File: src/hw/sdbk_pkg.sv
package sdbk_pkg;
	localparam int CLK_PERIOD_NS         = 50;
	localparam int PRECHARGE_PERIOD_NS   = 20;
	localparam int ACTIVATE_TO_ACCESS_NS = 20;
	localparam int WRITE_RECOVERY_NS     = 20;
	localparam int REFRESH_PERIOD_NS     = 66;
	localparam int MODE_LOAD_NS          = 100;
	localparam int SELF_REFRESH_EXIT_NS  = 100;

	// Least times round up; never less than one cycle
	function automatic int min_cycles(input int ns);
		int c;
		c = (ns + CLK_PERIOD_NS - 1) / CLK_PERIOD_NS;
		return (c < 1) ? 1 : c;
	endfunction

	localparam int PRE_CYC = min_cycles(PRECHARGE_PERIOD_NS);
	localparam int RCD_CYC = min_cycles(ACTIVATE_TO_ACCESS_NS);
	localparam int WR_CYC  = min_cycles(WRITE_RECOVERY_NS);
	localparam int RC_CYC  = min_cycles(REFRESH_PERIOD_NS);
	localparam int MRD_CYC = min_cycles(MODE_LOAD_NS);
	localparam int XSR_CYC = min_cycles(SELF_REFRESH_EXIT_NS);

	localparam logic [7:0] REG_CTRL   = 8'h00;
	localparam logic [7:0] REG_STATUS = 8'h04;
	localparam logic [7:0] REG_ERROR  = 8'h08;

	localparam int CTRL_CL_LSB   = 0;
	localparam int CTRL_BL_LSB   = 4;
	localparam int CTRL_FULL_BIT = 6;
	localparam int STAT_BANK_W   = 4;
	localparam int STAT_GATE_BIT = 16;
	localparam int STAT_BURST_BIT = 17;
	localparam int STAT_GBUSY_BIT = 18;
	localparam int ERR_REF_BIT   = 0;
	localparam int ERR_BUSY_BIT  = 1;

	localparam logic [1:0] CTRL_CL_RESET   = 2'h3;
	localparam logic [1:0] CTRL_BL_RESET   = 2'h3;
	localparam logic       CTRL_FULL_RESET = 1'b0;

	localparam logic [1:0] AXI_OKAY   = 2'h0;
	localparam logic [1:0] AXI_SLVERR = 2'h2;

	typedef enum logic [2:0] {
		C_NOP, C_ACT, C_READ, C_WRITE, C_PRE, C_BST, C_REF, C_LMR
	} sdbk_cmd_t;

	typedef enum logic [2:0] {
		B_IDLE, B_ACTIVATING, B_ACTIVE, B_READ, B_WRITE, B_READ_AP, B_WRITE_AP,
		B_PRECHARGING
	} sdbk_bank_t;

	typedef struct packed {
		logic       csN;
		logic       rasN;
		logic       casN;
		logic       weN;
		logic       cke;
		logic       dqm;
		logic       autoPre;
		logic [1:0] bank;
	} sdbk_pins_t;

	localparam sdbk_pins_t PINS_RESET = '{csN: 1'b1, rasN: 1'b1, casN: 1'b1, weN: 1'b1,
		cke: 1'b0, dqm: 1'b1, autoPre: 1'b0, bank: 2'h0};

	typedef struct packed {
		sdbk_cmd_t  kind;
		logic       autoPre;
		logic [1:0] bank;
	} sdbk_req_t;
endpackage

File: src/hw/sdbk_bank_ctrl.sv
`timescale 1ns/1ps
module sdbk_bank_ctrl #(
	parameter int BANKS = 4
) (
	input  wire logic        mclk,
	input  wire logic        rst_b,
	input  wire logic        csN,
	input  wire logic        rasN,
	input  wire logic        casN,
	input  wire logic        weN,
	input  wire logic        cke,
	input  wire logic        dqm,
	input  wire logic        autoPre,
	input  wire logic [1:0]  bank,
	output logic             dqDriveEn,
	output logic [1:0]       dqDriveBank,
	output logic             wrDataTake,
	output logic [1:0]       wrDataBank,
	input  wire logic        awvalid,
	output logic             awready,
	input  wire logic [7:0]  awaddr,
	input  wire logic        wvalid,
	output logic             wready,
	input  wire logic [31:0] wdata,
	input  wire logic [3:0]  wstrb,
	output logic             bvalid,
	input  wire logic        bready,
	output logic [1:0]       bresp,
	input  wire logic        arvalid,
	output logic             arready,
	input  wire logic [7:0]  araddr,
	output logic             rvalid,
	input  wire logic        rready,
	output logic [31:0]      rdata,
	output logic [1:0]       rresp
);
	localparam int PRE_BOUND = sdbk_pkg::PRE_CYC;
	localparam int RCD_BOUND = sdbk_pkg::RCD_CYC;
	localparam int WR_BOUND  = sdbk_pkg::WR_CYC;

	function automatic sdbk_pkg::sdbk_cmd_t decode_cmd(input sdbk_pkg::sdbk_pins_t p);
		logic [2:0] s;
		s = {p.rasN, p.casN, p.weN};
		if (p.csN)
			return sdbk_pkg::C_NOP;
		case (s)
			3'h3:    return sdbk_pkg::C_ACT;
			3'h5:    return sdbk_pkg::C_READ;
			3'h4:    return sdbk_pkg::C_WRITE;
			3'h2:    return sdbk_pkg::C_PRE;
			3'h6:    return sdbk_pkg::C_BST;
			3'h1:    return sdbk_pkg::C_REF;
			3'h0:    return sdbk_pkg::C_LMR;
			default: return sdbk_pkg::C_NOP;
		endcase
	endfunction

	logic                    rstMeta;
	logic                    rstSync;
	sdbk_pkg::sdbk_pins_t    pinMeta;
	sdbk_pkg::sdbk_pins_t    pins;
	sdbk_pkg::sdbk_req_t     req;
	logic                    ckePrev;
	logic [3:0]              xsrCnt;
	logic [3:0]              next_xsrCnt;
	logic [3:0]              globalBusy;
	logic [3:0]              next_globalBusy;
	logic                    cmdGate;
	logic                    allIdle;
	sdbk_pkg::sdbk_bank_t    bankState [BANKS];
	sdbk_pkg::sdbk_bank_t    next_bankState [BANKS];
	logic [3:0]              bankTimer [BANKS];
	logic [3:0]              next_bankTimer [BANKS];
	logic                    burstActive;
	logic                    next_burstActive;
	logic                    burstWrite;
	logic                    next_burstWrite;
	logic [1:0]              burstBank;
	logic [1:0]              next_burstBank;
	logic [10:0]             burstLeft;
	logic [10:0]             next_burstLeft;
	logic                    burstFull;
	logic                    next_burstFull;
	logic [1:0]              pipeV;
	logic [1:0]              next_pipeV;
	logic [3:0]              pipeBank;
	logic [3:0]              next_pipeBank;
	logic                    next_dqDriveEn;
	logic [1:0]              next_dqDriveBank;
	logic                    next_wrDataTake;
	logic [1:0]              next_wrDataBank;
	logic                    busyHit;
	logic [1:0]              ctrlCl;
	logic [1:0]              ctrlBl;
	logic                    ctrlFull;
	logic [1:0]              errFlags;
	logic [1:0]              next_errFlags;
	logic [1:0]              next_ctrlCl;
	logic [1:0]              next_ctrlBl;
	logic                    next_ctrlFull;
	logic                    awHave;
	logic                    wHave;
	logic [7:0]              awAddrQ;
	logic [31:0]             wDataQ;
	logic [3:0]              wStrbQ;
	logic                    next_awHave;
	logic                    next_wHave;
	logic [7:0]              next_awAddrQ;
	logic [31:0]             next_wDataQ;
	logic [3:0]              next_wStrbQ;
	logic                    next_awready;
	logic                    next_wready;
	logic                    next_bvalid;
	logic [1:0]              next_bresp;
	logic                    next_arready;
	logic                    next_rvalid;
	logic [31:0]             next_rdata;
	logic [1:0]              next_rresp;
	logic [31:0]             statusWord;

	always_ff @(posedge mclk or negedge rst_b) begin
		if (!rst_b) begin
			rstMeta <= 1'b0;
			rstSync <= 1'b0;
		end else begin
			rstMeta <= 1'b1;
			rstSync <= rstMeta;
		end
	end

	// Pins are sampled twice before decode; command timing shifts two edges late
	always_ff @(posedge mclk or negedge rstSync) begin
		if (!rstSync) begin
			pinMeta <= sdbk_pkg::PINS_RESET;
			pins    <= sdbk_pkg::PINS_RESET;
		end else begin
			pinMeta <= '{csN, rasN, casN, weN, cke, dqm, autoPre, bank};
			pins    <= pinMeta;
		end
	end

	assign cmdGate     = ckePrev && pins.cke && (xsrCnt == 4'h0);
	assign req.kind    = cmdGate ? decode_cmd(pins) : sdbk_pkg::C_NOP;
	assign req.autoPre = pins.autoPre;
	assign req.bank    = pins.bank;

	always_comb begin
		next_xsrCnt     = (!pins.cke) ? 4'(sdbk_pkg::XSR_CYC)
			: xsrCnt - ((xsrCnt != 4'h0) ? 4'h1 : 4'h0);
		next_globalBusy = globalBusy - ((globalBusy != 4'h0) ? 4'h1 : 4'h0);
		if (req.kind == sdbk_pkg::C_REF)
			next_globalBusy = 4'(sdbk_pkg::RC_CYC);
		else if (req.kind == sdbk_pkg::C_LMR)
			next_globalBusy = 4'(sdbk_pkg::MRD_CYC);
	end

	always_comb begin
		allIdle = 1'b1;
		for (int b = 0; b < BANKS; b++)
			allIdle = allIdle && (bankState[b] == sdbk_pkg::B_IDLE);
	end

	// Single burst source: a new read or write always takes it over
	always_comb begin
		logic cut;
		logic [10:0] beats;
		cut = 1'b0;
		beats = 11'h1 << ctrlBl;
		next_burstWrite = burstWrite;
		next_burstBank  = burstBank;
		next_burstFull  = burstFull;
		next_burstLeft  = burstLeft;
		next_burstActive = burstActive;
		next_pipeV      = {pipeV[0], 1'b0};
		next_pipeBank   = {pipeBank[1:0], burstBank};
		next_wrDataTake = 1'b0;
		next_wrDataBank = burstBank;
		if (req.kind == sdbk_pkg::C_READ || req.kind == sdbk_pkg::C_WRITE) begin
			next_burstWrite  = (req.kind == sdbk_pkg::C_WRITE);
			next_burstBank   = req.bank;
			next_burstFull   = ctrlFull;
			next_burstLeft   = beats - 11'h1;
			next_burstActive = ctrlFull || (beats != 11'h1);
			if (req.kind == sdbk_pkg::C_READ) begin
				next_pipeV[0]      = 1'b1;
				next_pipeBank[1:0] = req.bank;
			end else begin
				next_pipeV      = 2'h0;
				next_wrDataTake = !pins.dqm;
				next_wrDataBank = req.bank;
			end
		end else begin
			cut = (req.kind == sdbk_pkg::C_BST)
				|| (req.kind == sdbk_pkg::C_PRE && (req.autoPre || req.bank == burstBank));
			if (cut) begin
				next_burstActive = 1'b0;
			end else if (burstActive) begin
				next_burstLeft   = burstFull ? burstLeft : burstLeft - 11'h1;
				next_burstActive = burstFull || (burstLeft != 11'h1);
				next_pipeV[0]    = !burstWrite;
				next_wrDataTake  = burstWrite && !pins.dqm;
			end
		end
		// Read latency 3 taps the later stage; any other setting acts as 2
		next_dqDriveEn   = (ctrlCl == 2'h3) ? pipeV[1] : pipeV[0];
		next_dqDriveBank = (ctrlCl == 2'h3) ? pipeBank[3:2] : pipeBank[1:0];
		if (req.kind == sdbk_pkg::C_WRITE)
			next_dqDriveEn = 1'b0;
	end

	always_comb begin
		logic tgt;
		logic own;
		tgt = 1'b0;
		own = 1'b0;
		busyHit = 1'b0;
		for (int b = 0; b < BANKS; b++) begin
			tgt = (req.bank == 2'(b));
			own = next_burstActive && (next_burstBank == 2'(b));
			next_bankState[b] = bankState[b];
			next_bankTimer[b] = bankTimer[b] - ((bankTimer[b] != 4'h0) ? 4'h1 : 4'h0);
			case (bankState[b])
				sdbk_pkg::B_IDLE: begin
					if (req.kind == sdbk_pkg::C_ACT && tgt) begin
						next_bankState[b] = sdbk_pkg::B_ACTIVATING;
						next_bankTimer[b] = 4'(sdbk_pkg::RCD_CYC);
					end
				end
				sdbk_pkg::B_ACTIVATING, sdbk_pkg::B_PRECHARGING: begin
					busyHit = busyHit || (tgt && req.kind != sdbk_pkg::C_NOP);
					if (bankTimer[b] <= 4'h1)
						next_bankState[b] = (bankState[b] == sdbk_pkg::B_ACTIVATING)
							? sdbk_pkg::B_ACTIVE : sdbk_pkg::B_IDLE;
				end
				sdbk_pkg::B_ACTIVE, sdbk_pkg::B_READ, sdbk_pkg::B_WRITE: begin
					if (tgt && req.kind == sdbk_pkg::C_READ) begin
						next_bankState[b] = req.autoPre ? sdbk_pkg::B_READ_AP : sdbk_pkg::B_READ;
					end else if (tgt && req.kind == sdbk_pkg::C_WRITE) begin
						next_bankState[b] = req.autoPre ? sdbk_pkg::B_WRITE_AP : sdbk_pkg::B_WRITE;
						next_bankTimer[b] = 4'(sdbk_pkg::WR_CYC);
					end else if (req.kind == sdbk_pkg::C_PRE && (tgt || req.autoPre)) begin
						next_bankState[b] = sdbk_pkg::B_PRECHARGING;
						next_bankTimer[b] = 4'(sdbk_pkg::PRE_CYC);
					end else if (bankState[b] != sdbk_pkg::B_ACTIVE && !own) begin
						next_bankState[b] = sdbk_pkg::B_ACTIVE;
					end
				end
				sdbk_pkg::B_READ_AP: begin
					busyHit = busyHit || (tgt && req.kind != sdbk_pkg::C_NOP);
					if (!own) begin
						next_bankState[b] = sdbk_pkg::B_PRECHARGING;
						next_bankTimer[b] = 4'(sdbk_pkg::PRE_CYC);
					end
				end
				sdbk_pkg::B_WRITE_AP: begin
					busyHit = busyHit || (tgt && req.kind != sdbk_pkg::C_NOP);
					if (own) begin
						next_bankTimer[b] = 4'(sdbk_pkg::WR_CYC);
					end else if (bankTimer[b] <= 4'h1) begin
						next_bankState[b] = sdbk_pkg::B_PRECHARGING;
						next_bankTimer[b] = 4'(sdbk_pkg::PRE_CYC);
					end
				end
				default: next_bankState[b] = sdbk_pkg::B_IDLE;
			endcase
		end
	end

	always_ff @(posedge mclk or negedge rstSync) begin
		if (!rstSync) begin
			ckePrev     <= 1'b0;
			xsrCnt      <= 4'(sdbk_pkg::XSR_CYC);
			globalBusy  <= 4'h0;
			burstActive <= 1'b0;
			burstWrite  <= 1'b0;
			burstBank   <= 2'h0;
			burstLeft   <= 11'h000;
			burstFull   <= 1'b0;
			pipeV       <= 2'h0;
			pipeBank    <= 4'h0;
			dqDriveEn   <= 1'b0;
			dqDriveBank <= 2'h0;
			wrDataTake  <= 1'b0;
			wrDataBank  <= 2'h0;
			for (int b = 0; b < BANKS; b++) begin
				bankState[b] <= sdbk_pkg::B_IDLE;
				bankTimer[b] <= 4'h0;
			end
		end else begin
			ckePrev     <= pins.cke;
			xsrCnt      <= next_xsrCnt;
			globalBusy  <= next_globalBusy;
			burstActive <= next_burstActive;
			burstWrite  <= next_burstWrite;
			burstBank   <= next_burstBank;
			burstLeft   <= next_burstLeft;
			burstFull   <= next_burstFull;
			pipeV       <= next_pipeV;
			pipeBank    <= next_pipeBank;
			dqDriveEn   <= next_dqDriveEn;
			dqDriveBank <= next_dqDriveBank;
			wrDataTake  <= next_wrDataTake;
			wrDataBank  <= next_wrDataBank;
			bankState   <= next_bankState;
			bankTimer   <= next_bankTimer;
		end
	end

	always_comb begin
		statusWord = 32'h0000_0000;
		for (int b = 0; b < BANKS; b++)
			statusWord[b*sdbk_pkg::STAT_BANK_W +: 3] = bankState[b];
		statusWord[sdbk_pkg::STAT_GATE_BIT]  = cmdGate;
		statusWord[sdbk_pkg::STAT_BURST_BIT] = burstActive;
		statusWord[sdbk_pkg::STAT_GBUSY_BIT] = (globalBusy != 4'h0);
	end

	// Register slave; a fresh error in the clearing cycle survives the clear
	always_comb begin
		logic doWrite;
		doWrite = awHave && wHave && !bvalid;
		next_awHave = awHave || (awvalid && awready);
		next_wHave  = wHave || (wvalid && wready);
		next_awAddrQ = (awvalid && awready) ? awaddr : awAddrQ;
		next_wDataQ  = (wvalid && wready) ? wdata : wDataQ;
		next_wStrbQ  = (wvalid && wready) ? wstrb : wStrbQ;
		next_bvalid = bvalid && !bready;
		next_bresp  = bresp;
		next_ctrlCl = ctrlCl;
		next_ctrlBl = ctrlBl;
		next_ctrlFull = ctrlFull;
		next_errFlags = errFlags;
		if (doWrite) begin
			next_awHave = 1'b0;
			next_wHave  = 1'b0;
			next_bvalid = 1'b1;
			next_bresp  = sdbk_pkg::AXI_OKAY;
			if (awAddrQ == sdbk_pkg::REG_CTRL) begin
				if (wStrbQ[0]) begin
					next_ctrlCl   = wDataQ[sdbk_pkg::CTRL_CL_LSB +: 2];
					next_ctrlBl   = wDataQ[sdbk_pkg::CTRL_BL_LSB +: 2];
					next_ctrlFull = wDataQ[sdbk_pkg::CTRL_FULL_BIT];
				end
			end else if (awAddrQ == sdbk_pkg::REG_ERROR) begin
				if (wStrbQ[0])
					next_errFlags = errFlags & ~wDataQ[1:0];
			end else if (awAddrQ != sdbk_pkg::REG_STATUS) begin
				next_bresp = sdbk_pkg::AXI_SLVERR;
			end
		end
		if (((req.kind == sdbk_pkg::C_REF) || (req.kind == sdbk_pkg::C_LMR)) && !allIdle)
			next_errFlags[sdbk_pkg::ERR_REF_BIT] = 1'b1;
		if (busyHit || (globalBusy != 4'h0 && req.kind != sdbk_pkg::C_NOP))
			next_errFlags[sdbk_pkg::ERR_BUSY_BIT] = 1'b1;
		next_awready = !next_awHave;
		next_wready  = !next_wHave;
		next_rvalid  = rvalid && !rready;
		next_rdata   = rdata;
		next_rresp   = rresp;
		if (arvalid && arready) begin
			next_rvalid = 1'b1;
			next_rresp  = sdbk_pkg::AXI_OKAY;
			if (araddr == sdbk_pkg::REG_CTRL)
				next_rdata = {25'h0, ctrlFull, ctrlBl, 2'h0, ctrlCl};
			else if (araddr == sdbk_pkg::REG_STATUS)
				next_rdata = statusWord;
			else if (araddr == sdbk_pkg::REG_ERROR)
				next_rdata = {30'h0, errFlags};
			else begin
				next_rdata = 32'h0000_0000;
				next_rresp = sdbk_pkg::AXI_SLVERR;
			end
		end
		next_arready = !next_rvalid;
	end

	always_ff @(posedge mclk or negedge rstSync) begin
		if (!rstSync) begin
			awHave <= 1'b0;
			wHave <= 1'b0;
			awAddrQ <= 8'h00;
			wDataQ <= 32'h0000_0000;
			wStrbQ <= 4'h0;
			awready <= 1'b0;
			wready <= 1'b0;
			bvalid <= 1'b0;
			bresp <= sdbk_pkg::AXI_OKAY;
			arready <= 1'b0;
			rvalid <= 1'b0;
			rdata <= 32'h0000_0000;
			rresp <= sdbk_pkg::AXI_OKAY;
			ctrlCl <= sdbk_pkg::CTRL_CL_RESET;
			ctrlBl <= sdbk_pkg::CTRL_BL_RESET;
			ctrlFull <= sdbk_pkg::CTRL_FULL_RESET;
			errFlags <= 2'h0;
		end else begin
			awHave <= next_awHave;
			wHave <= next_wHave;
			awAddrQ <= next_awAddrQ;
			wDataQ <= next_wDataQ;
			wStrbQ <= next_wStrbQ;
			awready <= next_awready;
			wready <= next_wready;
			bvalid <= next_bvalid;
			bresp <= next_bresp;
			arready <= next_arready;
			rvalid <= next_rvalid;
			rdata <= next_rdata;
			rresp <= next_rresp;
			ctrlCl <= next_ctrlCl;
			ctrlBl <= next_ctrlBl;
			ctrlFull <= next_ctrlFull;
			errFlags <= next_errFlags;
		end
	end
endmodule

File: config.mk
export PLATFORM = sky130hd
export DESIGN_NAME = sdbk_bank_ctrl
export DESIGN_NICKNAME = d
export VERILOG_FILES = /design/src/hw/sdbk_pkg.sv /design/src/hw/sdbk_bank_ctrl.sv
export SDC_FILE = /design/constraint.sdc
export NUM_CORES = 1
export LEC_CHECK = 0
export ABC_AREA = 1
export BUFFER_PORTS_ARGS = -buffer_cell sky130_fd_sc_hd__buf_4
export CORE_MARGIN = 3
export CORE_UTILIZATION = 45
export DETAILED_ROUTE_END_ITERATION = 10
export GPL_TIMING_DRIVEN = 0
export PLACE_DENSITY_LB_ADDON = 0.08
export SYNTH_ARGS = -nofsm -noshare
export SYNTH_HDL_FRONTEND = slang
export SYNTH_SLANG_ARGS = --single-unit
File: constraint.sdc
create_clock -name mclk -period 4.65 [get_ports mclk]
set_clock_uncertainty 0.05 [all_clocks]
set_input_delay 0.93 -clock mclk [delete_from_list [all_inputs] [get_ports mclk]]
set_output_delay 0.93 -clock mclk [all_outputs]
set_load 0.01 [all_outputs]
=== Yosys cells after proc, flatten, opt, wreduce, memory -nomap -nowiden ===
Cells that the tools add are included.

* $add $sub $neg: 8
* $mul: 0
* Eq/ne operators: 87
* Div/mod/pow operators: 0
* Shift operators: 1
* $lt $le $gt $ge: 4
* Reduce and logical (&&, ||, !) cells: 117
* Mux-type cells: 140
* Bitwise operators: 2

{| class="wikitable"
|+ Operator list
! kind !! number
|-
| 4-bit 2-to-1 mux || 31
|-
| 3-bit 2-to-1 mux || 40
|-
| 3-bit == test (second input constant) || 23
|-
| 4-bit case mux with 4 select lines || 4
|-
| 3-bit case mux with 5 select lines || 4
|-
| 1-bit logical AND || 44
|-
| 11-bit 2-to-1 mux || 4
|-
| 2-bit 2-to-1 mux || 22
|-
| 19-bit 2-to-1 mux || 2
|-
| 3-bit by 2-bit == test with 1-bit output (second input constant) || 12
|-
| 2-bit inequality test (second input constant) || 17
|-
| 1-bit 2-to-1 mux || 32
|-
| 6-bit AND reduction || 4
|-
| 4-bit nonzero test || 6
|-
| 4-bit by 1-bit subtractor with 4-bit output || 6
|-
| 11-bit by 1-bit inequality test with 1-bit output (second input constant) || 2
|-
| 11-bit by 1-bit subtractor with 11-bit output (second input constant) || 2
|-
| 3-bit case mux with 7 select lines || 1
|-
| 5-bit inequality test (second input constant) || 4
|-
| 3-bit by 1-bit == test with 1-bit output (second input constant) || 6
|-
| 8-bit by 4-bit == test with 1-bit output (second input constant) || 2
|-
| 4-bit by 1-bit <= comparator with 1-bit output (second input constant) || 4
|-
| 8-bit logical NOT || 2
|-
| 1-bit logical OR || 16
|-
| other kinds (21) || 69
|}

* Output and inout port bits: 47
* Bits in read-only memories: 0
* RAM bits: 0
* Memories: 0
* Register bits: 151
* Bits in latches: 0

=== Depth between registers and ports, before layout ===
* Word-level depth: 17
* Mapped depth: 16
* Gate-level depth less buffers: 15

=== Worst setup path after synthesis ===
OpenSTA, ideal clock, no wires.

* Path kind: register to register
* Start: reg pins[6] (netlist bit)
* End: reg bankState[4] (netlist bit)
* Path buffers: 1
* Stages on the path, launching flop included: 15
* Setup time: 0.117 ns
* Clock period less this slack: 1.932 ns
* Data required time: 4.483 ns
* Arrival: 1.765 ns
* Path slack: 2.718 ns
* Cell sequence: dfstp_2 inv_2 nand2_1 nand3_1 nor2_4 nand4_1 nand3_1 nand2_2 buf_6 nand3_1 nand2_1 inv_2 nand2_1 nand2_1 nand2_1

* Cells in the longest elaborated chain, start to end: 14
* Elaborated cells between the ends (all ways): 38
* Those cells by class: 16 x eq/ne; 10 x mux; 12 x reduce/logical

{| class="wikitable"
|+ Ends and longest elaborated chain
! item !! RTL line !! RTL
|-
| start: declaration || sdbk_bank_ctrl.sv:61 || <nowiki>sdbk_pkg::sdbk_pins_t pins;</nowiki>
|-
| start signal: assignment || sdbk_bank_ctrl.sv:135 || <nowiki>pins <= sdbk_pkg::PINS_RESET;</nowiki>
|-
| start signal: assignment || sdbk_bank_ctrl.sv:138 || <nowiki>pins <= pinMeta;</nowiki>
|-
| 3-bit by 1-bit == test with 1-bit output, or another cell as far along || sdbk_bank_ctrl.sv:46 || <nowiki>case (s)</nowiki>
|-
| 3-bit case mux with 7 select lines (*) || sdbk_bank_ctrl.sv:46 ||
|-
| 3-bit 2-to-1 mux (*) || sdbk_bank_ctrl.sv:46 ||
|-
| 3-bit 2-to-1 mux (*) || sdbk_bank_ctrl.sv:143 || <nowiki>assign req.kind = cmdGate ? decode_cmd(pins) : sdbk_pkg::C_NOP;</nowiki>
|-
| 3-bit == test || sdbk_bank_ctrl.sv:194 || <nowiki>|| (req.kind == sdbk_pkg::C_PRE && (req.autoPre || req.bank == burstBank));</nowiki>
|-
| 1-bit logical AND || sdbk_bank_ctrl.sv:194 ||
|-
| 1-bit logical OR || sdbk_bank_ctrl.sv:194 ||
|-
| 1-bit 2-to-1 mux || sdbk_bank_ctrl.sv:195 || <nowiki>if (cut) begin</nowiki>
|-
| 1-bit 2-to-1 mux (*) || sdbk_bank_ctrl.sv:178 || <nowiki>if (req.kind == sdbk_pkg::C_READ || req.kind == sdbk_pkg::C_WRITE) begin</nowiki>
|-
| named net next_burstActive || sdbk_bank_ctrl.sv:75 || <nowiki>logic next_burstActive;</nowiki>
|-
| 1-bit logical AND (*) || sdbk_bank_ctrl.sv:219 || <nowiki>own = next_burstActive && (next_burstBank == 2'(b));</nowiki>
|-
| 1-bit logical NOT || -- ||
|-
| 1-bit logical AND || sdbk_bank_ctrl.sv:244 || <nowiki>end else if (bankState[b] != sdbk_pkg::B_ACTIVE && !own) begin</nowiki>
|-
| 5-bit inequality test (no source line) || -- ||
|-
| 6-bit AND reduction (no source line) (*) || -- ||
|-
| end signal: indexed assignment || sdbk_bank_ctrl.sv:286 || <nowiki>bankState[b] <= sdbk_pkg::B_IDLE;</nowiki>
|-
| end signal: assignment || sdbk_bank_ctrl.sv:304 || <nowiki>bankState <= next_bankState;</nowiki>
|-
| end: declaration || sdbk_bank_ctrl.sv:70 || <nowiki>sdbk_pkg::sdbk_bank_t bankState [BANKS];</nowiki>
|}

The timed path passes the listed nets; every way through them passes the cells marked *.
A chain may end at the register's enable or synchronous reset.

==> metrics.md <==
| Metric | Value |
|---|---|
| Status | completed |
| Die area | 16980 um^2 |
| Setup Viol. Count Final | 0 |
| Critical-path cell list | inv_2, o21ai_0, nand3_1, nor2_1, nand2_1, nor2_1, nand2_1, a21oi_1, and2_1, nand2_1, nor2_1, nor2_1 |
| Pin count of the biggest net entering global routing | 56 |
| Hold-fix buffers at CTS | 0 |
| Dpl hpwl | 11700 um |
| Num ports | 115 |
| Seq cells post-synth | 130 |
| GRT Total Usage | 0.1978 |
| Share of layout cells above drive strength 1 | 0.1658 |
| Vias/cell | 4.810 |
| N_diodes | 0 |
| CP endpoint kind | register |
| Core area | 14810 um^2 |
| Top cells by area, synth | dfrtp_1 41%, nand2_1 12%, inv_1 6.9% |
| R2R Path Start | pins[6] |
| Post-synth top area cell | dfrtp_1 |
| Htree depth | 4 |
| Post-Route WL | 15640 um |
| Synth warn | 0 |
| Mapped Cells | between 900 and 1000 |
| Worst setup path startpoint | pins[6] |
| Design Area, Final | 8322 um^2 |
| # DRC | 0 |
| Num CTS Buffers | 17 |
| DR WL/cell | around 13 um |
| Final Hold Slack | 0.2139 ns |
| Multi-input combinational cell area | 3010 um^2 |
| Crit-path max FO | 6 |
| Post-synth EDFFs | 0 |
| Remaining antenna violation count | 0 |
| Die Wd | roughly 130 um |
| Post-layout nets | 1089 |
| Worst slew margin | 0.5769 |
| Global-route wire length before repair | 26360 um |
| Layout area overhead | 19.71% |
| Achievable frequency | between 0.4 and 0.5 GHz |
| Minimum clock period | 2.345 ns |
| Crit path arrival time | 2.60 ns |
| Register area | 3276 um^2 |
| Worst path required time | 4.91 ns |
| Placed cell area | 7796 um^2 |
| Final period util | 0.5044 |
| Post_cts resized | 0 |
| Cell mode on critical path | nor2_1 |
| Grt total ovfl | 0 |
| CP Launch Type | register |
| Initial Utilization | 0.4694 |
| Slowest cell delay on critical path | 0.58 ns |
| Antenna violations before repair | 0 |
| Vias in the first global route | ~5400 |
| Die height | about 130 um |
| Setup CP Type | reg -> reg |
| 1st-iter DRT viols | 380 |
| Filler cell count | 1429 |
| Count of final max-slew check failures | 0 |
| Router iterations before antenna repair | 5 |
| Worst hold path type | reg -> async |
| Leak | about 0.0044 uW |
| Post-synthesis sequential area ratio | 0.4707 |
| Clk Latency, worst-skew pair | 0.42 ns |
| Via Count | 5787 |
| # Post-CTS Setup Buffers | 0 |
| PortBufs | 65 |
| CTS tree | yes |
| Synth Area per Inst | roughly 7.7 um^2 |
| Num rows | 44 |
| Root buffer cell | clkbuf_16 |
| Final hold violation count | 0 |
| Max-Cap Viols | 0 |
| Post-Syn Area | 6952 um^2 |
| Final Non-Filler Cells | about 1200 |
| Final GP Congestion | 0.8630 |
| Slowest CP cell | dfstp_2 |
| PD cells | 578.6 nW/um^2 |
| Worst-path clk slew | 0.06 ns |
| Clk buf depth | 2 |
| Placed cells | 1171 |
| RSZ-0062 raised after global routing | false |
| Count of different cell masters after synthesis | 44 |
| Sink Count | 130 |
| Max IR drop VDD | 0.0003481 V |
| Top-area cell type share of the netlist area | 0.4140 |
| R2R depth | 12 |
| Async S/R FF share, synth | 1.000 |
| Dominant synthesized flop cell | dfrtp_1 |
| Worst Tran Pin Value | 0.6346 ns |
power breakdown:
part / switching, uW / internal, uW / total [uW]
Sequential: 227 / 1490 / 1720
Combinational: 1160 / 747 / 1910
Clock: 508 / 681 / 1190
Total: 1890 / 2920 / 4810
critical path, delay by kind of cell, from the launching register on:
| kind | cells | cell delay, ns |
|---|---|---|
| AOI/OAI and AO/OA | 2 | 0.31 |
| DFF | 1 | 0.58 |
| and+or+nand+nor | 9 | 1.24 |
| buffers and inverters | 1 | 0.05 |
synth_stat cells (3+ instances only):
cell	n
o21ai_0	60
nor2_1	96
nand3b_1	4
nand2_1	231
clkbuf_1	5
nor3_1	7
nor2_2	3
inv_2	10
nand4_1	7
o21a_1	3
dfrtp_1	115
nor4_1	3
xnor2_1	5
buf_2	4
a21oi_1	18
buf_4	20
nand2_2	5
nor2_4	5
ha_1	15
a211oi_1	4
xor2_1	13
inv_1	128
o21ai_1	5
dfstp_2	15
nand3_1	94
o21bai_1	4
registers in the layout, summed over array words and instances (netlist names), 2 cells and up:
| register | count |
|---|---|
| ctrlCl | 2 |
| bankState | 12 |
| burstBank | 2 |
| wDataQ | 5 |
| errFlags | 2 |
| wrDataBank | 2 |
| awAddrQ | 8 |
| dqDriveBank | 2 |
| pins | 9 |
| pipeBank | 4 |
| rdata | 15 |
| bankTimer | 16 |
| globalBusy | 4 |
| pipeV | 2 |
| xsrCnt | 4 |
| ctrlBl | 2 |
| pinMeta | 9 |
| burstLeft | 11 |
final timing paths:
path	slack, ns	endpoint
max reg2reg	2.30	bankTimer[15]
max in group asynchronous	3.68	ctrlCl[0]
max	2.30	bankTimer[15]
min reg2reg	0.21	bankState[1]
min in group mclk	0.30	pins[0]
min	0.21	bankState[1]
per-stage QoR:
step,TNS [ns],utilization,setup WS (ns),total power (uW)
4_1_cts,0,0.5619,2.288,4847
3_3_place_gp,-82.20,0.5225,-0.7371,3612
2_1_floorplan,0,-,0.7362,3161
3_5_place_dp,0,0.5264,2.243,3639
6_report,0,0.5619,2.305,4815
5_1_grt,0,0.5619,1.975,5262
cells by family (layout without fill, tap and decap cells):
kind of cell	count (synthesis)	count (layout)	share of synthesized area
and+or+nand+nor	461	461	0.2847
xor gates and xnor gates	18	18	0.02268
DFF	130	130	0.4707
buffers and inverters	171	270	0.1060
AOI/OAI and AO/OA	103	103	0.08460
adders and majority gates	15	15	0.02700
other	2	20	0.001080
muxes	2	2	0.003240
cell type report:
| type | count | area share |
|---|---|---|
| well taps | 184 | 0.02767 |
| inverters | 140 | 0.06315 |
| clock buffers | 20 | 0.05247 |
| flip-flops and latches | 130 | 0.3936 |
| repair buffers | 67 | 0.06525 |
| plain buffers | 31 | 0.02541 |
| multi-input cells | 619 | 0.3618 |
| clock inverters | 12 | 0.01068 |
layout by cell type, fill, tap and decap left out, drive strengths merged, types with 4 or more instances in the layout:
cell	count
nand3b	4
nor3	8
nand2	236
clkbuf	25
xnor2	5
a211oi	4
conb	20
o21bai	4
a21oi	18
inv	139
dfstp	15
nor2	104
xor2	13
nand4	7
dfrtp	115
clkinv	12
nand3	95
o21ai	67
ha	15
buf	93
per-layer routing:
layer | up-vias | wire length (um) | track usage
met2 | 138 | 6616 | 0.2861
met4 | 0 | 185 | 0.06174
met5 | - | 0 | 0
met1 | 2598 | 7931 | 0.2953
li1 | 3031 | - | -
met3 | 20 | 909 | 0.04544
Power figures use the tool's default switching activity.
